$ cat src/verilog/rdc_pkg.sv
// Functional notes
// - floating address straps answer at target 0x12
// - each receiver equalization settable through registers
// - override bit selects strap or register equalization
// - orientation bit: 0 normal, 1 flipped, resets 0
// - datapath enable 0 disables all receivers/transmitters
// - general register at 0x0a, resets to 0x01
// - set-type fields: write one sets, zero ignored
// - clear-type fields: write one clears, zero ignored
// - update-type fields track hardware, reads current value
`default_nettype none
package rdc_pkg;
  // strap pin levels
  typedef enum logic [1:0] {
    RDC_LVL_LOW,
    RDC_LVL_FLOAT,
    RDC_LVL_HIGH
  } rdc_level_t;

  // i2c target address base, floating straps give 0x12
  localparam logic [6:0] RDC_ADDR_BASE = 7'h12;
  localparam logic [6:0] RDC_ADDR_STEP = 7'h01;

  // register offsets
  localparam logic [7:0] RDC_OFS_GENERAL = 8'h0a;
  localparam logic [7:0] RDC_OFS_EQ_RX   = 8'h20;
  localparam logic [7:0] RDC_OFS_EQ_SS   = 8'h21;

  // general register fields
  localparam int unsigned RDC_BIT_DP_EN   = 0;
  localparam int unsigned RDC_BIT_RSV1    = 1;
  localparam int unsigned RDC_BIT_FLIP    = 2;
  localparam int unsigned RDC_BIT_RSV3    = 3;
  localparam int unsigned RDC_BIT_EQ_SRC  = 4;
  localparam logic [7:0]  RDC_GEN_RESET   = 8'h01;
  localparam logic [7:0]  RDC_GEN_WMASK   = 8'h1f;
  localparam logic [7:0]  RDC_SS_WMASK    = 8'h0f;

  // equalization codes from straps or registers, one 4-bit code per receiver
  typedef struct packed {
    logic [3:0] rx2;
    logic [3:0] rx1;
    logic [3:0] ss;
  } rdc_eq_t;

  // controls handed to the analog datapath
  typedef struct packed {
    logic    datapath_en;
    logic    flip;
    rdc_eq_t eq;
  } rdc_ctl_t;
endpackage : rdc_pkg
`default_nettype wire

$ cat src/verilog/rdc_i2c_target.sv
`timescale 1ns/1ps
`default_nettype none
// byte-level i2c target: start/stop, address match, offset, data
module rdc_i2c_target
  import rdc_pkg::*;
(
  // clock and reset
  input  wire logic       core_clk,
  input  wire logic       resetn,
  // synchronised bus lines
  input  wire logic       scl,
  input  wire logic       sda,
  output logic            sda_oe,
  // own address
  input  wire logic [6:0] own_addr,
  // register access
  output logic            wr_stb,
  output logic [7:0]      wr_data,
  output logic [7:0]      reg_addr,
  output logic            rd_stb,
  input  wire logic [7:0] rd_data
);
  typedef enum logic [2:0] {ST_IDLE, ST_ADDR, ST_OFS, ST_WDATA, ST_RDATA, ST_WAIT} rdc_st_t;

  rdc_st_t    st, next_st;
  logic       scl_q, sda_q;
  logic [7:0] sh, next_sh;
  logic [3:0] cnt, next_cnt;
  logic       ack, next_ack;
  logic       rd_mode, next_rd_mode;
  logic [7:0] ptr, next_ptr;
  logic       next_wr_stb, next_rd_stb;
  logic       next_sda_oe;
  logic       rise, fall, start_c, stop_c;

  // bus event detection
  assign rise    = scl & ~scl_q;
  assign fall    = ~scl & scl_q;
  assign start_c = scl & scl_q & sda_q & ~sda;
  assign stop_c  = scl & scl_q & ~sda_q & sda;
  assign reg_addr = ptr;
  assign wr_data  = sh;

  // next-state logic
  always_comb begin
    next_st = st; next_sh = sh; next_cnt = cnt; next_ack = ack;
    next_rd_mode = rd_mode; next_ptr = ptr;
    next_wr_stb = 1'b0; next_rd_stb = 1'b0; next_sda_oe = sda_oe;
    // step the pointer only after the write strobe has used it
    if (wr_stb) next_ptr = ptr + 8'h01;
    if (start_c) begin
      next_st = ST_ADDR; next_cnt = 4'h0; next_ack = 1'b0; next_sda_oe = 1'b0;
    end else if (stop_c) begin
      next_st = ST_IDLE; next_sda_oe = 1'b0;
    end else if (st != ST_IDLE && st != ST_WAIT) begin
      if (rise && !ack && !(st == ST_RDATA)) begin
        next_sh  = {sh[6:0], sda};
        next_cnt = cnt + 4'h1;
      end
      if (rise && st == ST_RDATA && !ack) next_cnt = cnt + 4'h1;
      if (rise && st == ST_RDATA && ack) begin
        if (sda) next_st = ST_WAIT; // nack ends data
        else next_rd_stb = 1'b1;
      end
      if (fall) begin
        if (ack) begin
          next_ack = 1'b0; next_cnt = 4'h0; next_sda_oe = 1'b0;
          if (st == ST_RDATA) next_sda_oe = ~rd_data[7];
        end else if (cnt == 4'h8) begin
          next_ack = 1'b1;
          next_sda_oe = 1'b1;
          case (st)
            ST_ADDR: begin
              if (sh[7:1] == own_addr) begin
                next_rd_mode = sh[0];
                next_st = sh[0] ? ST_RDATA : ST_OFS;
                if (sh[0]) next_sh = rd_data;
              end else begin
                next_st = ST_WAIT; next_sda_oe = 1'b0;
              end
            end
            ST_OFS: begin
              next_ptr = sh; next_st = ST_WDATA;
            end
            ST_WDATA: begin
              next_wr_stb = 1'b1; // applied at byte end
            end
            ST_RDATA: begin
              next_sda_oe = 1'b0; // release for controller ack
              next_ptr = ptr + 8'h01;
            end
            default: next_st = ST_IDLE;
          endcase
        end else if (st == ST_RDATA) begin
          next_sda_oe = ~sh[3'(7 - cnt[2:0])];
        end
      end
      if (next_rd_stb) next_sh = rd_data;
    end
  end

  // state registers
  always_ff @(posedge core_clk or negedge resetn) begin
    if (!resetn) begin
      st <= ST_IDLE; scl_q <= 1'b1; sda_q <= 1'b1; sh <= 8'h00; cnt <= 4'h0;
      ack <= 1'b0; rd_mode <= 1'b0; ptr <= 8'h00; wr_stb <= 1'b0;
      rd_stb <= 1'b0; sda_oe <= 1'b0;
    end else begin
      st <= next_st; scl_q <= scl; sda_q <= sda; sh <= next_sh; cnt <= next_cnt;
      ack <= next_ack; rd_mode <= next_rd_mode; ptr <= next_ptr;
      wr_stb <= next_wr_stb; rd_stb <= next_rd_stb; sda_oe <= next_sda_oe;
    end
  end
endmodule : rdc_i2c_target
`default_nettype wire

$ cat src/verilog/rdc_general_ctrl.sv
`timescale 1ns/1ps
`default_nettype none
// general control register bank behind the i2c target port
module rdc_general_ctrl
  import rdc_pkg::*;
(
  // clock and reset
  input  wire logic       core_clk,
  input  wire logic       resetn,
  // i2c pins
  input  wire logic       scl_in,
  input  wire logic       sda_in,
  output logic            sda_out,
  output logic            sda_oe,
  // address straps, decoded levels
  input  wire rdc_level_t addr_strap_hi,
  input  wire rdc_level_t addr_strap_lo,
  // equalization strap pins
  input  wire logic [1:0] post_channel_eq_pins,
  input  wire logic [1:0] pre_channel_eq_pins,
  // datapath controls
  output rdc_ctl_t        ctl
);
  logic [1:0] scl_s, sda_s;
  logic [1:0] post_s, post_m, pre_s, pre_m;
  logic [7:0] general_control, next_general_control;
  logic [7:0] eq_rx, next_eq_rx;
  logic [3:0] eq_ss, next_eq_ss;
  logic       wr_stb, rd_stb;
  logic [7:0] wr_data, reg_addr, rd_data;
  logic [6:0] own_addr;
  rdc_level_t hi_m, hi_s, lo_m, lo_s;
  rdc_ctl_t   next_ctl;

  // two-flop synchronisers for pins
  always_ff @(posedge core_clk or negedge resetn) begin
    if (!resetn) begin
      scl_s <= 2'h3; sda_s <= 2'h3; post_m <= 2'h0; post_s <= 2'h0;
      pre_m <= 2'h0; pre_s <= 2'h0;
      hi_m <= RDC_LVL_FLOAT; hi_s <= RDC_LVL_FLOAT;
      lo_m <= RDC_LVL_FLOAT; lo_s <= RDC_LVL_FLOAT;
    end else begin
      scl_s <= {scl_s[0], scl_in}; sda_s <= {sda_s[0], sda_in};
      post_m <= post_channel_eq_pins; post_s <= post_m;
      pre_m <= pre_channel_eq_pins; pre_s <= pre_m;
      hi_m <= addr_strap_hi; hi_s <= hi_m;
      lo_m <= addr_strap_lo; lo_s <= lo_m;
    end
  end

  // address from strap levels, floating pair gives base
  always_comb begin
    own_addr = RDC_ADDR_BASE
      + 7'(3 * (int'(hi_s) - int'(RDC_LVL_FLOAT)))
      + 7'(int'(lo_s) - int'(RDC_LVL_FLOAT));
  end

  rdc_i2c_target u_tgt (
    .core_clk (core_clk),
    .resetn   (resetn),
    .scl      (scl_s[1]),
    .sda      (sda_s[1]),
    .sda_oe   (sda_oe),
    .own_addr (own_addr),
    .wr_stb   (wr_stb),
    .wr_data  (wr_data),
    .reg_addr (reg_addr),
    .rd_stb   (rd_stb),
    .rd_data  (rd_data)
  );
  assign sda_out = 1'b0; // open drain

  // register writes; equalization fields follow straps unless overridden
  always_comb begin
    next_general_control = general_control;
    next_eq_rx = eq_rx;
    next_eq_ss = eq_ss;
    if (wr_stb && reg_addr == RDC_OFS_GENERAL)
      next_general_control = wr_data & RDC_GEN_WMASK;
    if (!general_control[RDC_BIT_EQ_SRC]) begin
      next_eq_rx = {2'b00, post_s, 2'b00, post_s}; // hardware update
      next_eq_ss = {2'b00, pre_s};
    end else begin
      if (wr_stb && reg_addr == RDC_OFS_EQ_RX) next_eq_rx = wr_data;
      if (wr_stb && reg_addr == RDC_OFS_EQ_SS) next_eq_ss = wr_data[3:0] & RDC_SS_WMASK[3:0];
    end
  end

  // read mux; no set or clear type fields exist here
  always_comb begin
    if (reg_addr == RDC_OFS_GENERAL) rd_data = general_control;
    else if (reg_addr == RDC_OFS_EQ_RX) rd_data = eq_rx;
    else if (reg_addr == RDC_OFS_EQ_SS) rd_data = {4'h0, eq_ss};
    else rd_data = 8'h00;
  end

  // datapath controls from live register state
  always_comb begin
    next_ctl.datapath_en = general_control[RDC_BIT_DP_EN];
    next_ctl.flip        = general_control[RDC_BIT_FLIP];
    next_ctl.eq.rx2      = eq_rx[7:4];
    next_ctl.eq.rx1      = eq_rx[3:0];
    next_ctl.eq.ss       = eq_ss;
  end

  // registers
  always_ff @(posedge core_clk or negedge resetn) begin
    if (!resetn) begin
      general_control <= RDC_GEN_RESET;
      eq_rx <= 8'h00;
      eq_ss <= 4'h0;
      ctl   <= '0;
    end else begin
      general_control <= next_general_control;
      eq_rx <= next_eq_rx;
      eq_ss <= next_eq_ss;
      ctl   <= next_ctl;
    end
  end
endmodule : rdc_general_ctrl
`default_nettype wire

$ cat config.mk
export PLATFORM = sky130hd
export DESIGN_NAME = rdc_general_ctrl
export DESIGN_NICKNAME = d
export VERILOG_FILES = /design/src/verilog/rdc_pkg.sv /design/src/verilog/rdc_i2c_target.sv /design/src/verilog/rdc_general_ctrl.sv
export SDC_FILE = /design/constraint.sdc
export NUM_CORES = 1
export LEC_CHECK = 0
export BUFFER_PORTS_ARGS = -buffer_cell sky130_fd_sc_hd__buf_2
export CELL_PAD_IN_SITES_DETAIL_PLACEMENT = 1
export CELL_PAD_IN_SITES_GLOBAL_PLACEMENT = 1
export CORE_ASPECT_RATIO = 1.1
export CORE_MARGIN = 2
export CORE_UTILIZATION = 52
export DETAILED_ROUTE_END_ITERATION = 7
export MAX_ROUTING_LAYER = met4
export PLACE_DENSITY_LB_ADDON = 0.1
export SLEW_MARGIN = 25
export SYNTH_ARGS = -nofsm -noshare
export SYNTH_HDL_FRONTEND = slang
export SYNTH_SLANG_ARGS = --single-unit
export TNS_END_PERCENT = 10
$ cat constraint.sdc
create_clock -name core_clk -period 9.7 [get_ports core_clk]
set_input_delay 1.94 -clock core_clk [delete_from_list [all_inputs] [get_ports core_clk]]
set_output_delay 1.94 -clock core_clk [all_outputs]
set_load 0.02 [all_outputs]
# Word-level counts from Yosys, hierarchy flattened
# Index checks and enable logic that the tools add are counted.
# word_totals
ff_bits	79
inputBits	12
out_inout_bits	16
word_cells	157
# classes
add_sub_neg	7
n_mul	1
n_lt_le_gt_ge	1
n_eq_ne	13
mux	71
bitwise_logic	15
n_reduce_logical	22
# op_table
op	count
$mux W8	19
$mux W4	10
$mux W3	10
$mux W1	28
$eq A8 B6 Y1 const B	2
$pmux W8 S2	1
$logic_and A1 B1 Y1	9
$pmux W3 S3	1
$reduce_and A3 Y1	3
$reduce_bool A3 Y1	3
$add A8 B1 Y8 const B	1
$eq A8 B4 Y1 const B	1
$not A1 Y1	8
$add A6 B6 Y7 const A	1
$add A7 B7 Y7	1
$and A1 B1 Y1	7
$eq A7 B7 Y1	1
$eq A3 B2 Y1 const B	2
$mul A3 B3 Y6 const A	1
$ne A2 B1 Y1 const B	3
$sub A2 B1 Y3 const B	2
$reduce_bool A5 Y1	1
$add A4 B1 Y4 const B	1
$eq A4 B4 Y1 const B	1
other kinds (11)	13

# Longest topological paths before layout
# Gate-level depths: netlist (run 1).
# depth
ltp_word	13
depth_mapped	14
mapped_depth_nobuf	14

# Cells and area by module
# A second synthesis (run 1) with hierarchy kept.
# unflattened
cells_unflattened	360
area_unflattened_um2	4071.4
# modules_own_cells
mod	n_inst	cells_per_inst	area_per_inst_um2	seq_area_each_um2
rdc_general_ctrl	1	162	2117.0	1287.5
rdc_i2c_target	1	198	1954.4	728.2

# Worst setup path after synthesis (run 1)
# OpenSTA, ideal clock, no wires.
# synth_path
path_type	register -> register
start	register hi_s[0]
end	register u_tgt.sh[0] (netlist: u_tgt.wr_data[0])
setup_ns	0.099
arrival_time_ns	3.333
required_ns	9.601
slack_ns	6.268
path_stages_with_launch	14
n_path_buf	0
period_less_slack_ns	3.432
cell_sequence	dfstp_2 inv_1 ha_1 xnor2_1 fa_1 ha_1 inv_1 fa_1 xnor2_1 nor4_1 o2111ai_1 a31oi_4 nor2_1 a311oi_1
# synth_between
elab_chain_cells	11
# synth_lines
element	line_no	source
start: declaration	rdc_general_ctrl.sv:32	rdc_level_t hi_m, hi_s, lo_m, lo_s;
start signal: assignment	rdc_general_ctrl.sv:46	hi_m <= addr_strap_hi; hi_s <= hi_m;
$sub A2 B1 Y3	rdc_general_ctrl.sv:54	+ 7'(3 * (int'(hi_s) - int'(RDC_LVL_FLOAT)))
$mul A3 B3 Y6	rdc_general_ctrl.sv:54	
$add A6 B6 Y7	rdc_general_ctrl.sv:54	
$add A7 B7 Y7	rdc_general_ctrl.sv:55	+ 7'(int'(lo_s) - int'(RDC_LVL_FLOAT));
$eq A7 B7 Y1	rdc_i2c_target.sv:74	if (sh[7:1] == own_addr) begin
$mux W8	rdc_i2c_target.sv:74	
$mux W8	rdc_i2c_target.sv:72	case (st)
$mux W8	rdc_i2c_target.sv:69	end else if (cnt == 4'h8) begin
$mux W8	rdc_i2c_target.sv:66	if (ack) begin
$mux W8	rdc_i2c_target.sv:65	if (fall) begin
$mux W8	rdc_i2c_target.sv:98	if (next_rd_stb) next_sh = rd_data;
end signal: assignment	rdc_i2c_target.sv:105	st <= ST_IDLE; scl_q <= 1'b1; sda_q <= 1'b1; sh <= 8'h00; cnt <= 4'h0;
end signal: assignment	rdc_i2c_target.sv:109	st <= next_st; scl_q <= scl; sda_q <= sda; sh <= next_sh; cnt <= next_cnt;
end: declaration	rdc_i2c_target.sv:27	logic [7:0] sh, next_sh;
# No other way between the ends.
# A chain may end at the register's enable or synchronous reset.

# Worst setup path in the final report (run 1)
# Same ends and word-level chain as after synthesis.

==> flow_summary.ini, run 1 <==
[sta]
relSlewSlack_pct = 48.21
worst_pin_slew_ns = 0.7726
fin_skew_ns = 0.01546
rsz0062_at_grt = false
hold_violations = 0
setup_slack_ns = 5.884
min_period_ns = 3.816
fmax_mhz = 262.0
slew_viol_final = 0
setup_tns_ns = 0
post-route-period-util_pct = 39.34
setup_viol = 0

[placed_design]
place_ws_ns = 5.885
dpl_cell_area_mm2 = 0.004151
dpl.hpwl_mm = 6.324
place_congestion = 0.8710
io_buffers = 26

[floorplan]
initial_core_util_pct = 53.56
io_pins = 28
rows = 33
dieHeight_um = 96.02
coreArea_mm2 = 0.007473
die_w_um = 87.65
die-area_mm2 = 0.008416

[synthesis]
synth_xor_area_share_pct = 5.533
yosys_warnings = 0
synthArstFlopShare_pct = 100.0
synth_top_flop_cell = dfrtp_1
yosysUniqueCellTypes = 62
synth_edf_count = 0
synth_top_family_by_area = simple AND/OR/NAND/NOR gates
synth-adder-area-share_pct = 7.002
muxShareOfSynthArea_pct = 4.783
syn_inst = 367
synthesis.nets = 399
synthSimpleGateAreaFrac_pct = 14.88
yosysSeqAreaShare_pct = 49.73
netlist_area_mm2 = 0.004003
synth_seq_cells = 79
synth_area_per_cell_um2 = 10.91
synth_compound_area_share_pct = 13.04

[global_routing]
antenna_found_initial = 0
grt_overflow = 0
grt_first_pass_wirelength_mm = 15.23
grt_pass1_vias = 2934
grt_usage_pct = 24.83
grt_start_max_net_pins = 80

[clock_tree]
cts_hold_buf = 0
cts_setup_buffers = 0
clockBufferDepth = 2
cts_resized = 0
cts_tree = yes
clkTransAtPathRegs_ns = 0.10
cts_made_buffers = 9
worstSkewPairLatency_ns = 0.36
htreeDepth = 3
cts_sinks = 79
cts_root_buf = clkbuf_8

[power]
leakage_uw = 0.001967
switchingPower_uw = 235.8
peakVddDrop_v = 0.0001014
sw_frac_of_total_pct = 29.79
power_density_mw_per_mm2 = 180.4
comb_power_share_pct = 13.5
p_seq_share_pct = 50.1
clkPwrFrac_pct = 36.5
p_int_uw = 555.6

[layout]
final_common_cell = dfrtp_1
layout_common_cells = 68 x dfrtp_1, 35 x nand2_1, 26 x nor2_1
layout-drive-gt1-share_pct = 18.41
num_antenna_cells = 0
utilization_pct = 58.68
final_nets = 418
syn2layout_area_growth_pct = 9.566
fin_area_mm2 = 0.004385

[critical_path]
reg2reg_slack_ns = 5.88
cp.arrival_ns = 4.07
reg2reg_from = hi_s[0]
endpoint = u_tgt.wr_data[0]
worstSetupStartpointType = register
critical_path.startpoint = hi_s[0]
endpoint_kind = register
cp.required_ns = 9.95
crit-reg2reg-capture = u_tgt.wr_data[0]
reg2reg_depth = 13
critical_path_class = reg -> reg
crit_path_max_fanout = 8

[detailed_routing]
wl_per_cell_um = 18.47
drt_iter0_markers = 109
drc = 0
vias = 2802
firstDrtPassIters = 6
wirelength_mm = 9.161
ant_nets = 0
post_drt_via_cell_ratio = 5.649

[min_path]
hp-class = reg -> reg

[job]
maxCapViolations = 0

[outcome]
status = completed
==> per-layer routing <==
layer	GRT usage (%)	share of wire (%)	up-vias	routed length, um
li1	-	-	1324	-
met1	32.26	45	1431	4147
met2	41.35	51	40	4683
met3	4.631	2.7	7	251
met4	4.615	0.86	0	79
met5	-	0	-	0
==> worst max-delay path: stages (launching register included) <==
cell	delay [ns]
dfstp_2	0.59
inv_1	0.09
ha_1	0.33
xnor2_1	0.16
fa_1	0.43
ha_1	0.20
inv_1	0.08
fa_1	0.44
xnor2_1	0.14
nor4_1	0.35
o2111ai_1	0.26
a31oi_4	0.35
nor2_1	0.08
a311oi_1	0.21
==> stage by stage <==
stage | power, uW | hold WS, ns | cells
final | 791.3 | 0.3598 | 496
after global routing | 828.5 | 0.3659 | 496
after CTS | 798.0 | 0.3628 | 496
after detailed placement | 510.9 | 0.3372 | 480
after global placement | 505.2 | 0.3320 | 480
after floorplan | 466.8 | 0.3312 | 367
==> power groups by stage <==
stage	clock network [uW]	registers, uW	logic (uW)
2_1_floorplan	0	380	86.7
3_3_place_gp	0	402	103
3_5_place_dp	0	403	108
4_1_cts	293	397	108
5_1_grt	307	400	121
6_report	289	396	107
==> worst min path at each step <==
stage	slack (ns)	startpoint	end	depth (start not counted)
2_1_floorplan	0.33	hi_m[1]	hi_s[1]	0
3_3_place_gp	0.33	post_m[1]	post_s[1]	0
3_5_place_dp	0.34	lo_m[1]	lo_s[1]	0
4_1_cts	0.36	sda_s[0]	sda_s[1]	0
5_1_grt	0.37	sda_s[0]	sda_s[1]	0
6_report	0.36	sda_s[0]	sda_s[1]	0
==> cells in the mapped netlist (all sizes together), types with 5 or more instances <==
cell type / count / area [um2]
mux2i: 9 / 90.09
a21oi: 13 / 65.06
buf: 9 / 78.82
inv: 22 / 82.58
dfrtp: 68 / 1702
nand2: 36 / 137.6
and3: 7 / 43.79
nand3: 10 / 50.05
dfstp: 11 / 289.0
a22oi: 11 / 82.58
xnor2: 5 / 43.79
nor2b: 7 / 43.79
o21ai: 10 / 50.05
o22ai: 8 / 50.05
mux2: 5 / 56.30
nor3: 6 / 46.30
clkbuf: 9 / 36.29
xor2: 15 / 131.4
ha: 16 / 200.2
a311oi: 5 / 43.79
a21boi: 5 / 37.54
nor2: 27 / 108.9
==> kinds of logic after synthesis <==
group | count (synthesis)
and+or+nand+nor | 115
DFF | 79
AOI/OAI and AO/OA | 74
buffers and inverters | 40
xor gates and xnor gates | 22
adders and majority gates | 20
muxes | 16
other | 1
==> state kept, by name, indices dropped and copies added (netlist names), 2 cells and up <==
signal / cells
u_tgt.st: 3
u_tgt.wr_data: 8
post_m: 2
hi_m: 2
pre_s: 2
post_s: 2
pre_m: 2
u_tgt.reg_addr: 8
lo_s: 2
scl_s: 2
eq_ss: 4
hi_s: 2
general_control: 5
sda_s: 2
u_tgt.cnt: 4
lo_m: 2
eq_rx: 8
ctl: 14
==> area by class of cell <==
| class | count | area [um2] |
|---|---|---|
| well taps | 105 | 131.4 |
| clock buffers | 9 | 123.9 |
| multi-input cells | 248 | 1814 |
| repair buffers | 26 | 136.4 |
| fillers | 793 | 3088 |
| inverters | 22 | 82.58 |
| clock inverters | 7 | 106.4 |
| flip-flops and latches | 79 | 1991 |
(Power assumes the default switching activity.)
==> run 2: changes to the inputs <==
Settings changed: CORE_UTILIZATION 52 to 43.
Clock period 9.7 ns to 3.32 ns, I/O delays scaled along.
==> flow_summary.ini, run 2 (synthesis results as in run 1) <==
[outcome]
status = complete, but fails checks
violations = negative setup slack

[floorplan]
io_pins = 28
die_w_um = 95.99
rows = 36
die-area_mm2 = 0.01010
coreArea_mm2 = 0.008964
dieHeight_um = 105.2
initial_core_util_pct = 44.65

[clock_tree]
clkTransAtPathRegs_ns = 0.09
cts_hold_buf = 0
htreeDepth = 3
cts_made_buffers = 9
cts_root_buf = clkbuf_8
clockBufferDepth = 2
cts_tree = yes
worstSkewPairLatency_ns = 0.36
cts_sinks = 79

[critical_path]
critical_path_class = reg -> reg
crit_path_max_fanout = 8
reg2reg_slack_ns = -0.08
cp.arrival_ns = 3.66
cp.required_ns = 3.58
worstSetupStartpointType = register
endpoint_kind = register

[global_routing]
grt_first_pass_wirelength_mm = 16.14
grt_start_max_net_pins = 80
grt_usage_pct = 21.71
grt_pass1_vias = 3139
grt_overflow = 0
antenna_found_initial = 0

[placed_design]
place_congestion = 0.8396
dpl.cell_count = 496
dpl_cell_area_mm2 = 0.004215
place_ws_ns = -0.3450
dpl.hpwl_mm = 6.779
io_buffers = 26

[detailed_routing]
firstDrtPassIters = 4
vias = 2868
post_drt_via_cell_ratio = 5.591
ant_nets = 0
drt_iter0_markers = 110
drc = 0
wirelength_mm = 9.804
wl_per_cell_um = 19.11

[sta]
relSlewSlack_pct = 51.15
hold_violations = 0
post-route-period-util_pct = 102.4
setup_viol = 7
rsz0062_at_grt = true
fin_skew_ns = 0.01372
setup_tns_ns = -0.3441
min_period_ns = 3.400
worst_pin_slew_ns = 0.7328
slew_viol_final = 0
setup_slack_ns = -0.07954
fmax_mhz = 294.2

[job]
maxCapViolations = 0

[layout]
fin_area_mm2 = 0.004446
layout-drive-gt1-share_pct = 21.80
regMostFlops = ctl
final_common_cell = dfrtp_1
layout_common_cells = 68 x dfrtp_1, 35 x nand2_1, 26 x nor2_1
num_antenna_cells = 0
final_nets = 426
largest_register_ffs = 14
fin_cells = 513
syn2layout_area_growth_pct = 11.07

[min_path]
hp-class = in -> async

[power]
leakage_uw = 0.001968
peakVddDrop_v = 0.0002331
power_density_mw_per_mm2 = 486.8
run 2: final timing paths:
path / startpoint / end / cells after the start
max: hi_s[0] / u_tgt.wr_data[1] / 15
min: resetn / hi_s[1] / 1
max reg2reg: hi_s[0] / u_tgt.wr_data[1] / 15
min reg2reg: pre_m[1] / pre_s[1] / 0
max in group asynchronous: resetn / u_tgt.reg_addr[6] / 1
min in group core_clk: pre_m[1] / pre_s[1] / 0
run 2: cell type report:
type | count | area [um2]
Timing Repair Buffer | 34 | 200.2
Sequential cell | 79 | 1991
Tap cell | 114 | 142.6
Multi-Input combinational cell | 248 | 1857
Inverter | 22 | 82.58
Fill cell | 989 | 4518
Clock inverter | 5 | 41.29
Clock buffer | 11 | 131.4
run 2: report_power, final:
group | internal, uW | switching [uW] | leakage (uW)
combinational | 163 | 177 | 0.000911
sequential | 1030 | 130 | 0.000976
clock | 279 | 384 | 0.0000805
total | 1470 | 691 | 0.00197
run 2: critical path, cell delays in order (launching register included):
cell and delay [ns]:
dfstp_2 0.55, inv_2 0.06, buf_6 0.12, ha_4 0.15
inv_2 0.05, fa_1 0.40, inv_1 0.08, ha_2 0.18
inv_2 0.04, fa_1 0.46, xnor2_1 0.16, nor4_2 0.24
o2111ai_2 0.22, a31oi_4 0.29, nor2_1 0.07, a311oi_1 0.24
run 2: through the flow:
step | power [uW] | hold slack [ns] | util (%)
floorplan | 1364 | 0.3312 | -
global placement | 1485 | 0.3344 | 47.03
detailed placement | 1505 | 0.3381 | 47.03
CTS | 2185 | 0.3470 | 49.23
global route | 2288 | 0.3501 | 49.60
finish | 2164 | 0.3351 | 49.60
run 2: routing by layer:
| layer | up-vias | GRT usage [%] | routed length (um) |
|---|---|---|---|
| met2 | 41 | 34.92 | 4994 |
| met3 | 12 | 3.533 | 236 |
| met4 | 0 | 7.449 | 143 |
| li1 | 1339 | - | - |
| met5 | - | - | 0 |
| met1 | 1476 | 27.60 | 4429 |
run 2: what timing repair did:
action,in CTS,in global routing
setup endpoints to repair,12,12
pin swaps,2,1
buffers inserted,0,1
resized for setup,3,8
